**src/hw/mfr_cfg_pkg.sv**
```systemverilog
package mfr_cfg_pkg;
  localparam logic [7:0] CMD_SPECIAL   = 8'hE0;
  localparam logic [7:0] CMD_TEMP_OFS  = 8'hE1;
  localparam logic [7:0] CMD_RTEMP_CAL = 8'hE2;
  localparam logic [7:0] CMD_REMOTE    = 8'hE3;
  localparam logic [7:0] CMD_FFWD      = 8'hE6;
  localparam logic [7:0] CMD_TCOEFF    = 8'hE7;
  // Field positions
  localparam int SO_REQ_PEC = 7;
  localparam int SO_RATIO    = 6;
  localparam int SO_DROOP    = 5;
  localparam int SO_ART      = 3;
  localparam int SO_BUSV     = 2;
  localparam int PIN_COMBINE = 4;
  localparam int PIN_ENABLE  = 2;
  localparam int PIN_POL     = 1;
  localparam int PIN_QUICK   = 0;
  localparam int FFWD_EN     = 0;
  // Writable masks, reserved bits read zero
  localparam logic [7:0]  SO_MASK   = 8'hEC;
  localparam logic [7:0]  PIN_MASK  = 8'h17;
  localparam logic [31:0] FFWD_MASK = 32'hFFFFFF01;
  // Reset values
  localparam logic [7:0]  SO_RST     = 8'h00;
  localparam logic [15:0] TOFS_RST   = 16'h0000;
  localparam logic [31:0] RTCAL_RST  = 32'h00000000;
  localparam logic [7:0]  PIN_RST    = 8'h00;
  localparam logic [31:0] FFWD_RST   = 32'h00000000;
  localparam logic [47:0] TCOEFF_RST = 48'h000000000000;
  // Control interrupt period
  localparam int CLK_MHZ     = 100;
  localparam int CTRL_INT_US = 27;
  localparam int CTRL_INT_CYC = CTRL_INT_US * CLK_MHZ;
  localparam logic [2:0] DAC_STEP_SLOW = 3'h1;
  localparam logic [2:0] DAC_STEP_FAST = 3'h3;

  // Data bytes each command carries; zero for unmapped codes
  function automatic logic [3:0] cmd_bytes(input logic [7:0] code);
    case (code)
      CMD_SPECIAL:   cmd_bytes = 4'h1;
      CMD_TEMP_OFS:  cmd_bytes = 4'h2;
      CMD_RTEMP_CAL: cmd_bytes = 4'h4;
      CMD_REMOTE:    cmd_bytes = 4'h1;
      CMD_FFWD:      cmd_bytes = 4'h4;
      CMD_TCOEFF:    cmd_bytes = 4'h6;
      default:       cmd_bytes = 4'h0;
    endcase
  endfunction
endpackage

```
**src/hw/mfr_cfg_regs.sv**
```systemverilog
module mfr_cfg_regs (
  input  wire logic        sys_clk,
  input  wire logic        rstn,
  input  wire logic        cmd_valid,
  input  wire logic [7:0]  cmd_code,
  input  wire logic        data_valid,
  input  wire logic [7:0]  data_byte,
  input  wire logic        stop_valid,
  input  wire logic        pec_present,
  input  wire logic        pec_good,
  input  wire logic [7:0]  rd_code,
  input  wire logic [2:0]  rd_index,
  input  wire logic        remote_onoff_input,
  input  wire logic        ctrl_pin,
  input  wire logic        operation_on,
  input  wire logic [15:0] vin_level,
  input  wire logic [15:0] vin_uv_warn_limit,
  input  wire logic [7:0]  vout_disturbance,
  input  wire logic [7:0]  vin_variation,
  input  wire logic        switch_period_tick,
  input  wire logic [7:0]  reference_dac_error,
  input  wire logic [7:0]  temperature_c,
  input  wire logic [15:0] int_temp_raw,
  input  wire logic [15:0] remote_sensor_volt,
  output logic [7:0]  rd_data_ff,
  output logic        rd_hit_ff,
  output logic        wr_done_ff,
  output logic        wr_reject_ff,
  output logic        dynamic_bus_voltage_ff,
  output logic        adaptive_ramp_load_comp_ff,
  output logic        droop_slope_select_ff,
  output logic        hybrid_ratio_regulation_ff,
  output logic        ratio_track_ff,
  output logic        unit_on_ff,
  output logic        soft_stop_ff,
  output logic        quick_off_ff,
  output logic        duty_halve_ff,
  output logic        vff_armed_ff,
  output logic        dac_step_valid_ff,
  output logic [2:0]  dac_step_ff,
  output logic [7:0]  iout_comp_factor_ff,
  output logic [1:0]  iout_comp_sel_ff,
  output logic [15:0] copper_coeff_ff,
  output logic [15:0] int_temp_report_ff,
  output logic [31:0] remote_temp_ff
);
  import mfr_cfg_pkg::*;

  logic [7:0]  special_option_enables_ff;
  logic [15:0] internal_temp_offset_ff;
  logic [31:0] remote_temp_calibration_ff;
  logic [7:0]  remote_onoff_pin_config_ff;
  logic [31:0] feed_forward_params_ff;
  logic [47:0] current_sense_temp_coeff_ff;
  logic [47:0] stage_ff;
  logic [3:0]  cnt_ff;
  logic [7:0]  code_ff;
  logic        active_ff;
  logic        pec_ok;
  logic        commit;
  logic [1:0]  pin_sync_ff;
  logic [1:0]  ctrl_sync_ff;
  logic        pin_asserted;
  logic        nxt_on;
  logic [11:0] int_cnt_ff;
  logic [47:0] rd_word;

  // Write transaction staging; bytes arrive low byte first
  always_ff @(posedge sys_clk or negedge rstn) begin
    if (!rstn) begin
      stage_ff  <= 48'h000000000000;
      cnt_ff    <= 4'h0;
      code_ff   <= 8'h00;
      active_ff <= 1'b0;
    end else if (cmd_valid) begin
      stage_ff  <= 48'h000000000000;
      cnt_ff    <= 4'h0;
      code_ff   <= cmd_code;
      active_ff <= 1'b1;
    end else if (stop_valid) begin
      active_ff <= 1'b0;
    end else if (data_valid && active_ff && cnt_ff < 4'h7) begin
      if (cnt_ff < 4'h6) begin
        stage_ff[cnt_ff[2:0]*8 +: 8] <= data_byte;
      end
      cnt_ff <= cnt_ff + 4'h1;
    end
  end

  // A bad PEC always voids a write; a missing one only when mandatory
  assign pec_ok = pec_present ? pec_good : !special_option_enables_ff[SO_REQ_PEC];
  assign commit = stop_valid && active_ff && pec_ok && (cmd_bytes(code_ff) != 4'h0)
                  && (cnt_ff == cmd_bytes(code_ff));

  // Write status pulses
  always_ff @(posedge sys_clk or negedge rstn) begin
    if (!rstn) begin
      wr_done_ff   <= 1'b0;
      wr_reject_ff <= 1'b0;
    end else begin
      wr_done_ff   <= commit;
      wr_reject_ff <= stop_valid && active_ff && !commit;
    end
  end

  // Register bank update
  always_ff @(posedge sys_clk or negedge rstn) begin
    if (!rstn) begin
      special_option_enables_ff   <= SO_RST;
      internal_temp_offset_ff     <= TOFS_RST;
      remote_temp_calibration_ff  <= RTCAL_RST;
      remote_onoff_pin_config_ff  <= PIN_RST;
      feed_forward_params_ff      <= FFWD_RST;
      current_sense_temp_coeff_ff <= TCOEFF_RST;
    end else if (commit) begin
      case (code_ff)
        CMD_SPECIAL:   special_option_enables_ff   <= stage_ff[7:0] & SO_MASK;
        CMD_TEMP_OFS:  internal_temp_offset_ff     <= stage_ff[15:0];
        CMD_RTEMP_CAL: remote_temp_calibration_ff  <= stage_ff[31:0];
        CMD_REMOTE:    remote_onoff_pin_config_ff  <= stage_ff[7:0] & PIN_MASK;
        CMD_FFWD:      feed_forward_params_ff      <= stage_ff[31:0] & FFWD_MASK;
        CMD_TCOEFF:    current_sense_temp_coeff_ff <= stage_ff[47:0];
        default:       special_option_enables_ff   <= special_option_enables_ff;
      endcase
    end
  end

  // Read mux, byte selected by index
  always_comb begin
    case (rd_code)
      CMD_SPECIAL:   rd_word = {40'h0000000000, special_option_enables_ff};
      CMD_TEMP_OFS:  rd_word = {32'h00000000, internal_temp_offset_ff};
      CMD_RTEMP_CAL: rd_word = {16'h0000, remote_temp_calibration_ff};
      CMD_REMOTE:    rd_word = {40'h0000000000, remote_onoff_pin_config_ff};
      CMD_FFWD:      rd_word = {16'h0000, feed_forward_params_ff};
      CMD_TCOEFF:    rd_word = current_sense_temp_coeff_ff;
      default:       rd_word = 48'h000000000000;
    endcase
  end

  always_ff @(posedge sys_clk or negedge rstn) begin
    if (!rstn) begin
      rd_data_ff <= 8'h00;
      rd_hit_ff  <= 1'b0;
    end else begin
      rd_data_ff <= (rd_index < 3'h6) ? rd_word[rd_index*8 +: 8] : 8'h00;
      rd_hit_ff  <= (cmd_bytes(rd_code) != 4'h0) && ({1'b0, rd_index} < cmd_bytes(rd_code));
    end
  end

  // Option enables to the power stage
  always_ff @(posedge sys_clk or negedge rstn) begin
    if (!rstn) begin
      dynamic_bus_voltage_ff     <= 1'b0;
      adaptive_ramp_load_comp_ff <= 1'b0;
      droop_slope_select_ff      <= 1'b0;
      hybrid_ratio_regulation_ff <= 1'b0;
      ratio_track_ff             <= 1'b0;
    end else begin
      dynamic_bus_voltage_ff     <= special_option_enables_ff[SO_BUSV];
      adaptive_ramp_load_comp_ff <= special_option_enables_ff[SO_ART];
      droop_slope_select_ff      <= special_option_enables_ff[SO_DROOP];
      hybrid_ratio_regulation_ff <= special_option_enables_ff[SO_RATIO];
      ratio_track_ff <= special_option_enables_ff[SO_RATIO] && (vin_level < vin_uv_warn_limit);
    end
  end

  // Pin synchronisers
  always_ff @(posedge sys_clk or negedge rstn) begin
    if (!rstn) begin
      pin_sync_ff  <= 2'h0;
      ctrl_sync_ff <= 2'h0;
    end else begin
      pin_sync_ff  <= {pin_sync_ff[0], remote_onoff_input};
      ctrl_sync_ff <= {ctrl_sync_ff[0], ctrl_pin};
    end
  end

  // On/off combination; a disabled pin drops out of the equation
  assign pin_asserted = pin_sync_ff[1] ^ remote_onoff_pin_config_ff[PIN_POL];
  always_comb begin
    if (!remote_onoff_pin_config_ff[PIN_ENABLE]) begin
      nxt_on = operation_on && ctrl_sync_ff[1];
    end else if (remote_onoff_pin_config_ff[PIN_COMBINE]) begin
      nxt_on = pin_asserted && operation_on && ctrl_sync_ff[1];
    end else begin
      nxt_on = pin_asserted || (operation_on && ctrl_sync_ff[1]);
    end
  end

  // Turn-off style latched at the falling edge of the on state
  always_ff @(posedge sys_clk or negedge rstn) begin
    if (!rstn) begin
      unit_on_ff   <= 1'b0;
      soft_stop_ff <= 1'b0;
      quick_off_ff <= 1'b0;
    end else begin
      unit_on_ff <= nxt_on;
      if (nxt_on) begin
        soft_stop_ff <= 1'b0;
        quick_off_ff <= 1'b0;
      end else if (unit_on_ff) begin
        soft_stop_ff <= !remote_onoff_pin_config_ff[PIN_QUICK];
        quick_off_ff <= remote_onoff_pin_config_ff[PIN_QUICK];
      end
    end
  end

  // Feed-forward extra compensation, re-armed once input settles
  always_ff @(posedge sys_clk or negedge rstn) begin
    if (!rstn) begin
      duty_halve_ff <= 1'b0;
      vff_armed_ff  <= 1'b0;
    end else if (!feed_forward_params_ff[FFWD_EN]) begin
      duty_halve_ff <= 1'b0;
      vff_armed_ff  <= 1'b0;
    end else if (switch_period_tick) begin
      duty_halve_ff <= vff_armed_ff && (vout_disturbance > feed_forward_params_ff[31:24]);
      if (vff_armed_ff && (vout_disturbance > feed_forward_params_ff[31:24])) begin
        vff_armed_ff <= 1'b0;
      end else if (vin_variation <= feed_forward_params_ff[23:16]) begin
        vff_armed_ff <= 1'b1;
      end
    end
  end

  // Control interrupt timer and reference DAC step size
  always_ff @(posedge sys_clk or negedge rstn) begin
    if (!rstn) begin
      int_cnt_ff        <= 12'h000;
      dac_step_valid_ff <= 1'b0;
      dac_step_ff       <= 3'h0;
    end else begin
      dac_step_valid_ff <= 1'b0;
      if (int_cnt_ff == 12'(CTRL_INT_CYC - 1)) begin
        int_cnt_ff        <= 12'h000;
        dac_step_valid_ff <= 1'b1;
        dac_step_ff <= (reference_dac_error >= feed_forward_params_ff[15:8]) ?
                       DAC_STEP_FAST : DAC_STEP_SLOW;
      end else begin
        int_cnt_ff <= int_cnt_ff + 12'h001;
      end
    end
  end

  // Current sense temperature compensation and temperature reporting
  always_ff @(posedge sys_clk or negedge rstn) begin
    if (!rstn) begin
      iout_comp_factor_ff <= 8'h00;
      iout_comp_sel_ff    <= 2'h0;
      copper_coeff_ff     <= 16'h0000;
      int_temp_report_ff  <= 16'h0000;
      remote_temp_ff      <= 32'h00000000;
    end else begin
      if (temperature_c > current_sense_temp_coeff_ff[39:32]) begin
        iout_comp_factor_ff <= current_sense_temp_coeff_ff[47:40];
        iout_comp_sel_ff    <= 2'h2;
      end else if (temperature_c > current_sense_temp_coeff_ff[23:16]) begin
        iout_comp_factor_ff <= current_sense_temp_coeff_ff[31:24];
        iout_comp_sel_ff    <= 2'h1;
      end else begin
        iout_comp_factor_ff <= 8'h00;
        iout_comp_sel_ff    <= 2'h0;
      end
      copper_coeff_ff    <= current_sense_temp_coeff_ff[15:0];
      int_temp_report_ff <= int_temp_raw + internal_temp_offset_ff;
      remote_temp_ff     <= 32'(remote_temp_calibration_ff[31:16] * remote_sensor_volt)
                            + {16'h0000, remote_temp_calibration_ff[15:0]};
    end
  end

  // Checks
  property p_pec_required;
    @(posedge sys_clk) disable iff (!rstn)
    (stop_valid && !pec_present && special_option_enables_ff[SO_REQ_PEC]) |=> !wr_done_ff;
  endproperty
  a_pec_required: assert property (p_pec_required) else $error("write taken without PEC");

  property p_reserved_zero;
    @(posedge sys_clk) disable iff (!rstn)
    special_option_enables_ff[1:0] == 2'h0;
  endproperty
  a_reserved_zero: assert property (p_reserved_zero) else $error("reserved bits set");

  property p_ratio;
    @(posedge sys_clk) disable iff (!rstn)
    ratio_track_ff |-> $past(special_option_enables_ff[SO_RATIO]);
  endproperty
  a_ratio: assert property (p_ratio) else $error("ratio track without enable");

  property p_dbv;
    @(posedge sys_clk) disable iff (!rstn)
    $rose(special_option_enables_ff[SO_BUSV]) |=> dynamic_bus_voltage_ff;
  endproperty
  a_dbv: assert property (p_dbv) else $error("bus voltage enable lagging");

  property p_quick;
    @(posedge sys_clk) disable iff (!rstn)
    (unit_on_ff && !nxt_on && remote_onoff_pin_config_ff[PIN_QUICK]) |=> quick_off_ff && !soft_stop_ff;
  endproperty
  a_quick: assert property (p_quick) else $error("quick off not taken");

  property p_pin_ignored;
    @(posedge sys_clk) disable iff (!rstn)
    !remote_onoff_pin_config_ff[PIN_ENABLE] |=> (unit_on_ff == $past(operation_on && ctrl_sync_ff[1]));
  endproperty
  a_pin_ignored: assert property (p_pin_ignored) else $error("disabled pin acted");

  property p_dac_fast;
    @(posedge sys_clk) disable iff (!rstn)
    dac_step_valid_ff |-> (dac_step_ff == DAC_STEP_FAST || dac_step_ff == DAC_STEP_SLOW) ##1
      !dac_step_valid_ff [*8];
  endproperty
  a_dac_fast: assert property (p_dac_fast) else $error("bad DAC step or spacing");

  property p_vff_off;
    @(posedge sys_clk) disable iff (!rstn)
    !feed_forward_params_ff[FFWD_EN] |=> !duty_halve_ff;
  endproperty
  a_vff_off: assert property (p_vff_off) else $error("halving while disabled");

  property p_halve_one;
    @(posedge sys_clk) disable iff (!rstn)
    (duty_halve_ff && !switch_period_tick) |=> duty_halve_ff == $past(duty_halve_ff) ##0 !vff_armed_ff;
  endproperty
  a_halve_one: assert property (p_halve_one) else $error("halving re-armed early");

  property p_level2;
    @(posedge sys_clk) disable iff (!rstn)
    (temperature_c > current_sense_temp_coeff_ff[39:32]) |=> iout_comp_sel_ff == 2'h2;
  endproperty
  a_level2: assert property (p_level2) else $error("level two factor not applied");

  c_commit: cover property (@(posedge sys_clk) disable iff (!rstn) wr_done_ff);
  c_reject: cover property (@(posedge sys_clk) disable iff (!rstn) wr_reject_ff);
  c_soft:   cover property (@(posedge sys_clk) disable iff (!rstn) $rose(soft_stop_ff));
  c_halve:  cover property (@(posedge sys_clk) disable iff (!rstn) duty_halve_ff);
endmodule // mfr_cfg_regs

```
**config.mk**
```make
export PLATFORM = sky130hd
export DESIGN_NAME = mfr_cfg_regs
export DESIGN_NICKNAME = d
export VERILOG_FILES = /design/src/hw/mfr_cfg_pkg.sv /design/src/hw/mfr_cfg_regs.sv
export SDC_FILE = /design/constraint.sdc
export NUM_CORES = 1
export LEC_CHECK = 0
export BUFFER_PORTS_ARGS = -buffer_cell sky130_fd_sc_hd__buf_2
export CORE_MARGIN = 5
export CORE_UTILIZATION = 55
export DETAILED_ROUTE_END_ITERATION = 12
export PLACE_DENSITY = 0.75
export SYNTH_ARGS = -nofsm -noshare
export SYNTH_HDL_FRONTEND = slang
export SYNTH_SLANG_ARGS = --single-unit
```
**constraint.sdc**
```tcl
create_clock -name sys_clk -period 15.55 [get_ports sys_clk]
set_clock_uncertainty 0.1 [all_clocks]
set_input_delay 1.555 -clock sys_clk [delete_from_list [all_inputs] [get_ports sys_clk]]
set_output_delay 1.555 -clock sys_clk [all_outputs]
set_load 0.02 [all_outputs]
```
==> run_results.csv <==
group,metric,value,unit
critical_path,path_common_cell,"fa_1",
global_route,grt_first_pass_wirelength,99000,um
route,drtPass1Iterations,5,
global_route,antenna_found_initial,4,
sta,finalHoldViolCount,0,
sta,post-route-min-period,6.98,ns
yosys,syn_nets,2830,
sta,rsz0062_at_grt,"false",
outcome,status,"completed",
final_layout,final_net_count,3015,
yosys,synth-seq-cells,305,
job,cap_violations,0,
final_layout,final_cells,3054,
route,drc,0,
critical_path,crit_chain,"buf_2, nand2_1, fa_1, inv_1, fa_1, fa_1, fa_1, fa_1, inv_1, fa_1, inv_1, ha_1, a21oi_1, nor2_1, nor2_1, o22ai_1, nor2_1, o31ai_4, a2111oi_0, a311oi_1",
clock_tree,tritoncts,"yes",
sta,finalMaxSlewViolations,0,
sta,totalNegativeSetupSlack,0,ns
yosys,synthCells,2303,
yosys,synth-edff-count,0,
clock_tree,cts_resized,0,
clock_tree,post_cts_buffers,0,
critical_path,critPathCaptureType,"register",
placed_design,port_buffers,231,
yosys,synth_common_cells,"353 x inv_1, 305 x dfrtp_1, 281 x nand2_1",
route,routed_wl,60900,um
sta,setup-violations-final,0,
critical_path,slowest_stage,"fa_1",
critical_path,critPathKind,"input port to register",
yosys,avgSynthCellArea,10.1,sq um
route,first_iter_violations,1173,
critical_path,cp_max_fo,16,
floorplanning,core,41900,sq um
global_route,grt_max_degree,102,
power_and_ir_drop,ir_drop,108,uV
final_layout,final_area,26000,sq um
yosys,synthFlopType,"dfrtp_1",
floorplanning,die_y,215,um
clock_tree,cts_hold_buf,0,
sta,post-route-period-util,0.449,
route,vias,17300,
critical_path,critical_path.top_delay_family,"adder cells",
placed_design,postPlaceCellArea,24700,sq um
yosys,ys_seq_area_frac,0.329,
floorplanning,io_pins,233,
yosys,ys_top_cells_by_area,"dfrtp_1 33%, fa_1 18%, ha_1 9.8%",
global_route,grt_pass1_vias,18500,
final_layout,drive_gt1_frac,0.157,
yosys,yosysTopAreaCell,"dfrtp_1",
global_route,gr-total-overflow,0,
floorplanning,die_w,215,um
critical_path,worstSetupStartpointType,"input port",
final_layout,area_growth_syn_to_layout,11.9,%
clock_tree,clock_path_buffers,3,
clock_tree,clk_latency,0.55,ns
placed_design,dp.cells,2990,
sta,worst_slack,8.57,ns
critical_path,critPathBufInv,4,
clock_tree,clock-sinks,305,
yosys,synth_top_area_share,0.329,
yosys,yosysMostFrequentCell,"inv_1",
floorplanning,rows,75,
yosys,yosysWarningCount,0,
placed_design,preCtsSetupSlack,8.04,ns
power_and_ir_drop,p_leak,14.0,nW
yosys,async_flop_share,1.00,
clock_tree,cts.reportedPaths.clkPinSlew,0.06,ns
yosys,yosysUniqueCellTypes,78,
sta,hold_ws,0.247,ns
placed_design,place.gp.congestion,0.922,
route,vias_per_cell,5.66,
critical_path,worst-endpoint-arrival,7.27,ns
route,final_antenna_net_count,0,
sta,worst_pin_slew,1.14,ns
placed_design,dp.final_hpwl,45600,um
route,avgRoutedWirePerCell,20.0,um
clock_tree,htreeDepth,2,
critical_path,critPathMaxStageDelay,0.58,ns
clock_tree,cts_inserted_buffers,35,
critical_path,cp.required,15.84,ns
hold_path,worstHoldPathType,"register to register",
power_and_ir_drop,p_per_area,70.8,nW/um^2
sta,fmax,143,MHz
sta,slew_headroom,0.238,
global_route,grt_usage,0.263,
clock_tree,cts-root-buf,"clkbuf_16",
floorplanning,dieArea,46400,sq um
floorplanning,start_util,0.555,
yosys,synthesis.area,23200,sq um
## metal layers
| metal | vias to the layer above | wire, um | GRT usage |
|---|---|---|---|
| li1 | 7813 | - | - |
| met1 | 8617 | 24800 | 0.345 |
| met5 | - | 30 | 0 |
| met2 | 671 | 29600 | 0.446 |
| met3 | 167 | 4170 | 0.0472 |
| met4 | 6 | 2350 | 0.0902 |
## through the flow
stage                util  power, mW
CTS                 0.621       1.85
global placement    0.591      0.958
finish              0.621       1.84
global route        0.621       1.90
detailed placement  0.591      0.963
floorplan               -      0.895
## layout make-up
cell class / count / area (sq um)
antenna: 1 / 2.50
clock buffer: 48 / 1010
clock inverter: 15 / 250
fill: 3469 / 15900
inverter: 354 / 1330
multi-input combinational: 1549 / 13800
sequential: 305 / 7630
tap: 539 / 674
timing repair buffer: 243 / 1260
## placed cells by master, fill, tap and decap left out, drive strengths merged, types with 4 or more instances in the layout
master | synthesis | routed
o21a | 10 | 10
o211ai | 6 | 6
xnor2 | 38 | 38
fa | 211 | 211
ha | 182 | 182
a221o | 7 | 7
a22oi | 9 | 9
bufinv | 0 | 5
clkbuf | 67 | 48
a211oi | 12 | 12
a221oi | 10 | 10
clkinv | 0 | 6
nand4 | 9 | 9
a31oi | 9 | 9
a22o | 4 | 4
nor2 | 96 | 96
nand2b | 24 | 24
nor3 | 11 | 11
mux2 | 97 | 97
nor2b | 22 | 22
o21ai | 112 | 112
and2 | 117 | 117
mux2i | 67 | 67
nand2 | 282 | 282
buf | 28 | 243
a21oi | 59 | 59
and3 | 15 | 15
inv | 354 | 357
a21o | 27 | 27
dfrtp | 305 | 305
xor2 | 17 | 17
nand3 | 22 | 22
a2111oi | 5 | 5
o22ai | 14 | 14
## path summary, 6_finish.rpt
| check | from | to | slack, ns | cells after the start |
|---|---|---|---|---|
| max reg2reg | remote_temp_calibration_ff[24] | remote_temp_ff[29] | 8.97 | 19 |
| max in group asynchronous | rstn | dynamic_bus_voltage_ff | 11.90 | 3 |
| min | ctrl_sync_ff[0] | ctrl_sync_ff[1] | 0.25 | 0 |
| min reg2reg | ctrl_sync_ff[0] | ctrl_sync_ff[1] | 0.25 | 0 |
| min in group asynchronous | rstn | ctrl_sync_ff[1] | 0.94 | 1 |
| max | remote_sensor_volt[9] | remote_temp_ff[29] | 8.57 | 20 |
## logic make-up after synthesis
group	count (synthesis)	share of synthesized area
multiplexers	166	0.0795
adder cells (fa/ha/maj)	393	0.280
flip-flops	305	0.329
AND/OR/NAND/NOR	621	0.128
XOR/XNOR	55	0.0207
AO/OA/AOI/OAI	313	0.0866
other	1	0.000161
buffers and inverters	449	0.0763
## state kept, by name, summed over array words and instances (netlist names), 16 cells and up
| signal | cells |
|---|---|
| copper_coeff_ff | 16 |
| current_sense_temp_coeff_ff | 48 |
| feed_forward_params_ff | 25 |
| int_temp_report_ff | 16 |
| internal_temp_offset_ff | 16 |
| remote_temp_calibration_ff | 32 |
| remote_temp_ff | 32 |
| stage_ff | 48 |
## report_power, final
part / switching [mW] / internal [mW] / total [mW]
Sequential: 0.00887 / 0.806 / 0.815
Combinational: 0.0890 / 0.0456 / 0.135
Clock: 0.345 / 0.546 / 0.891
Total: 0.443 / 1.40 / 1.84
Note: power is estimated with default switching activity, not from simulation.
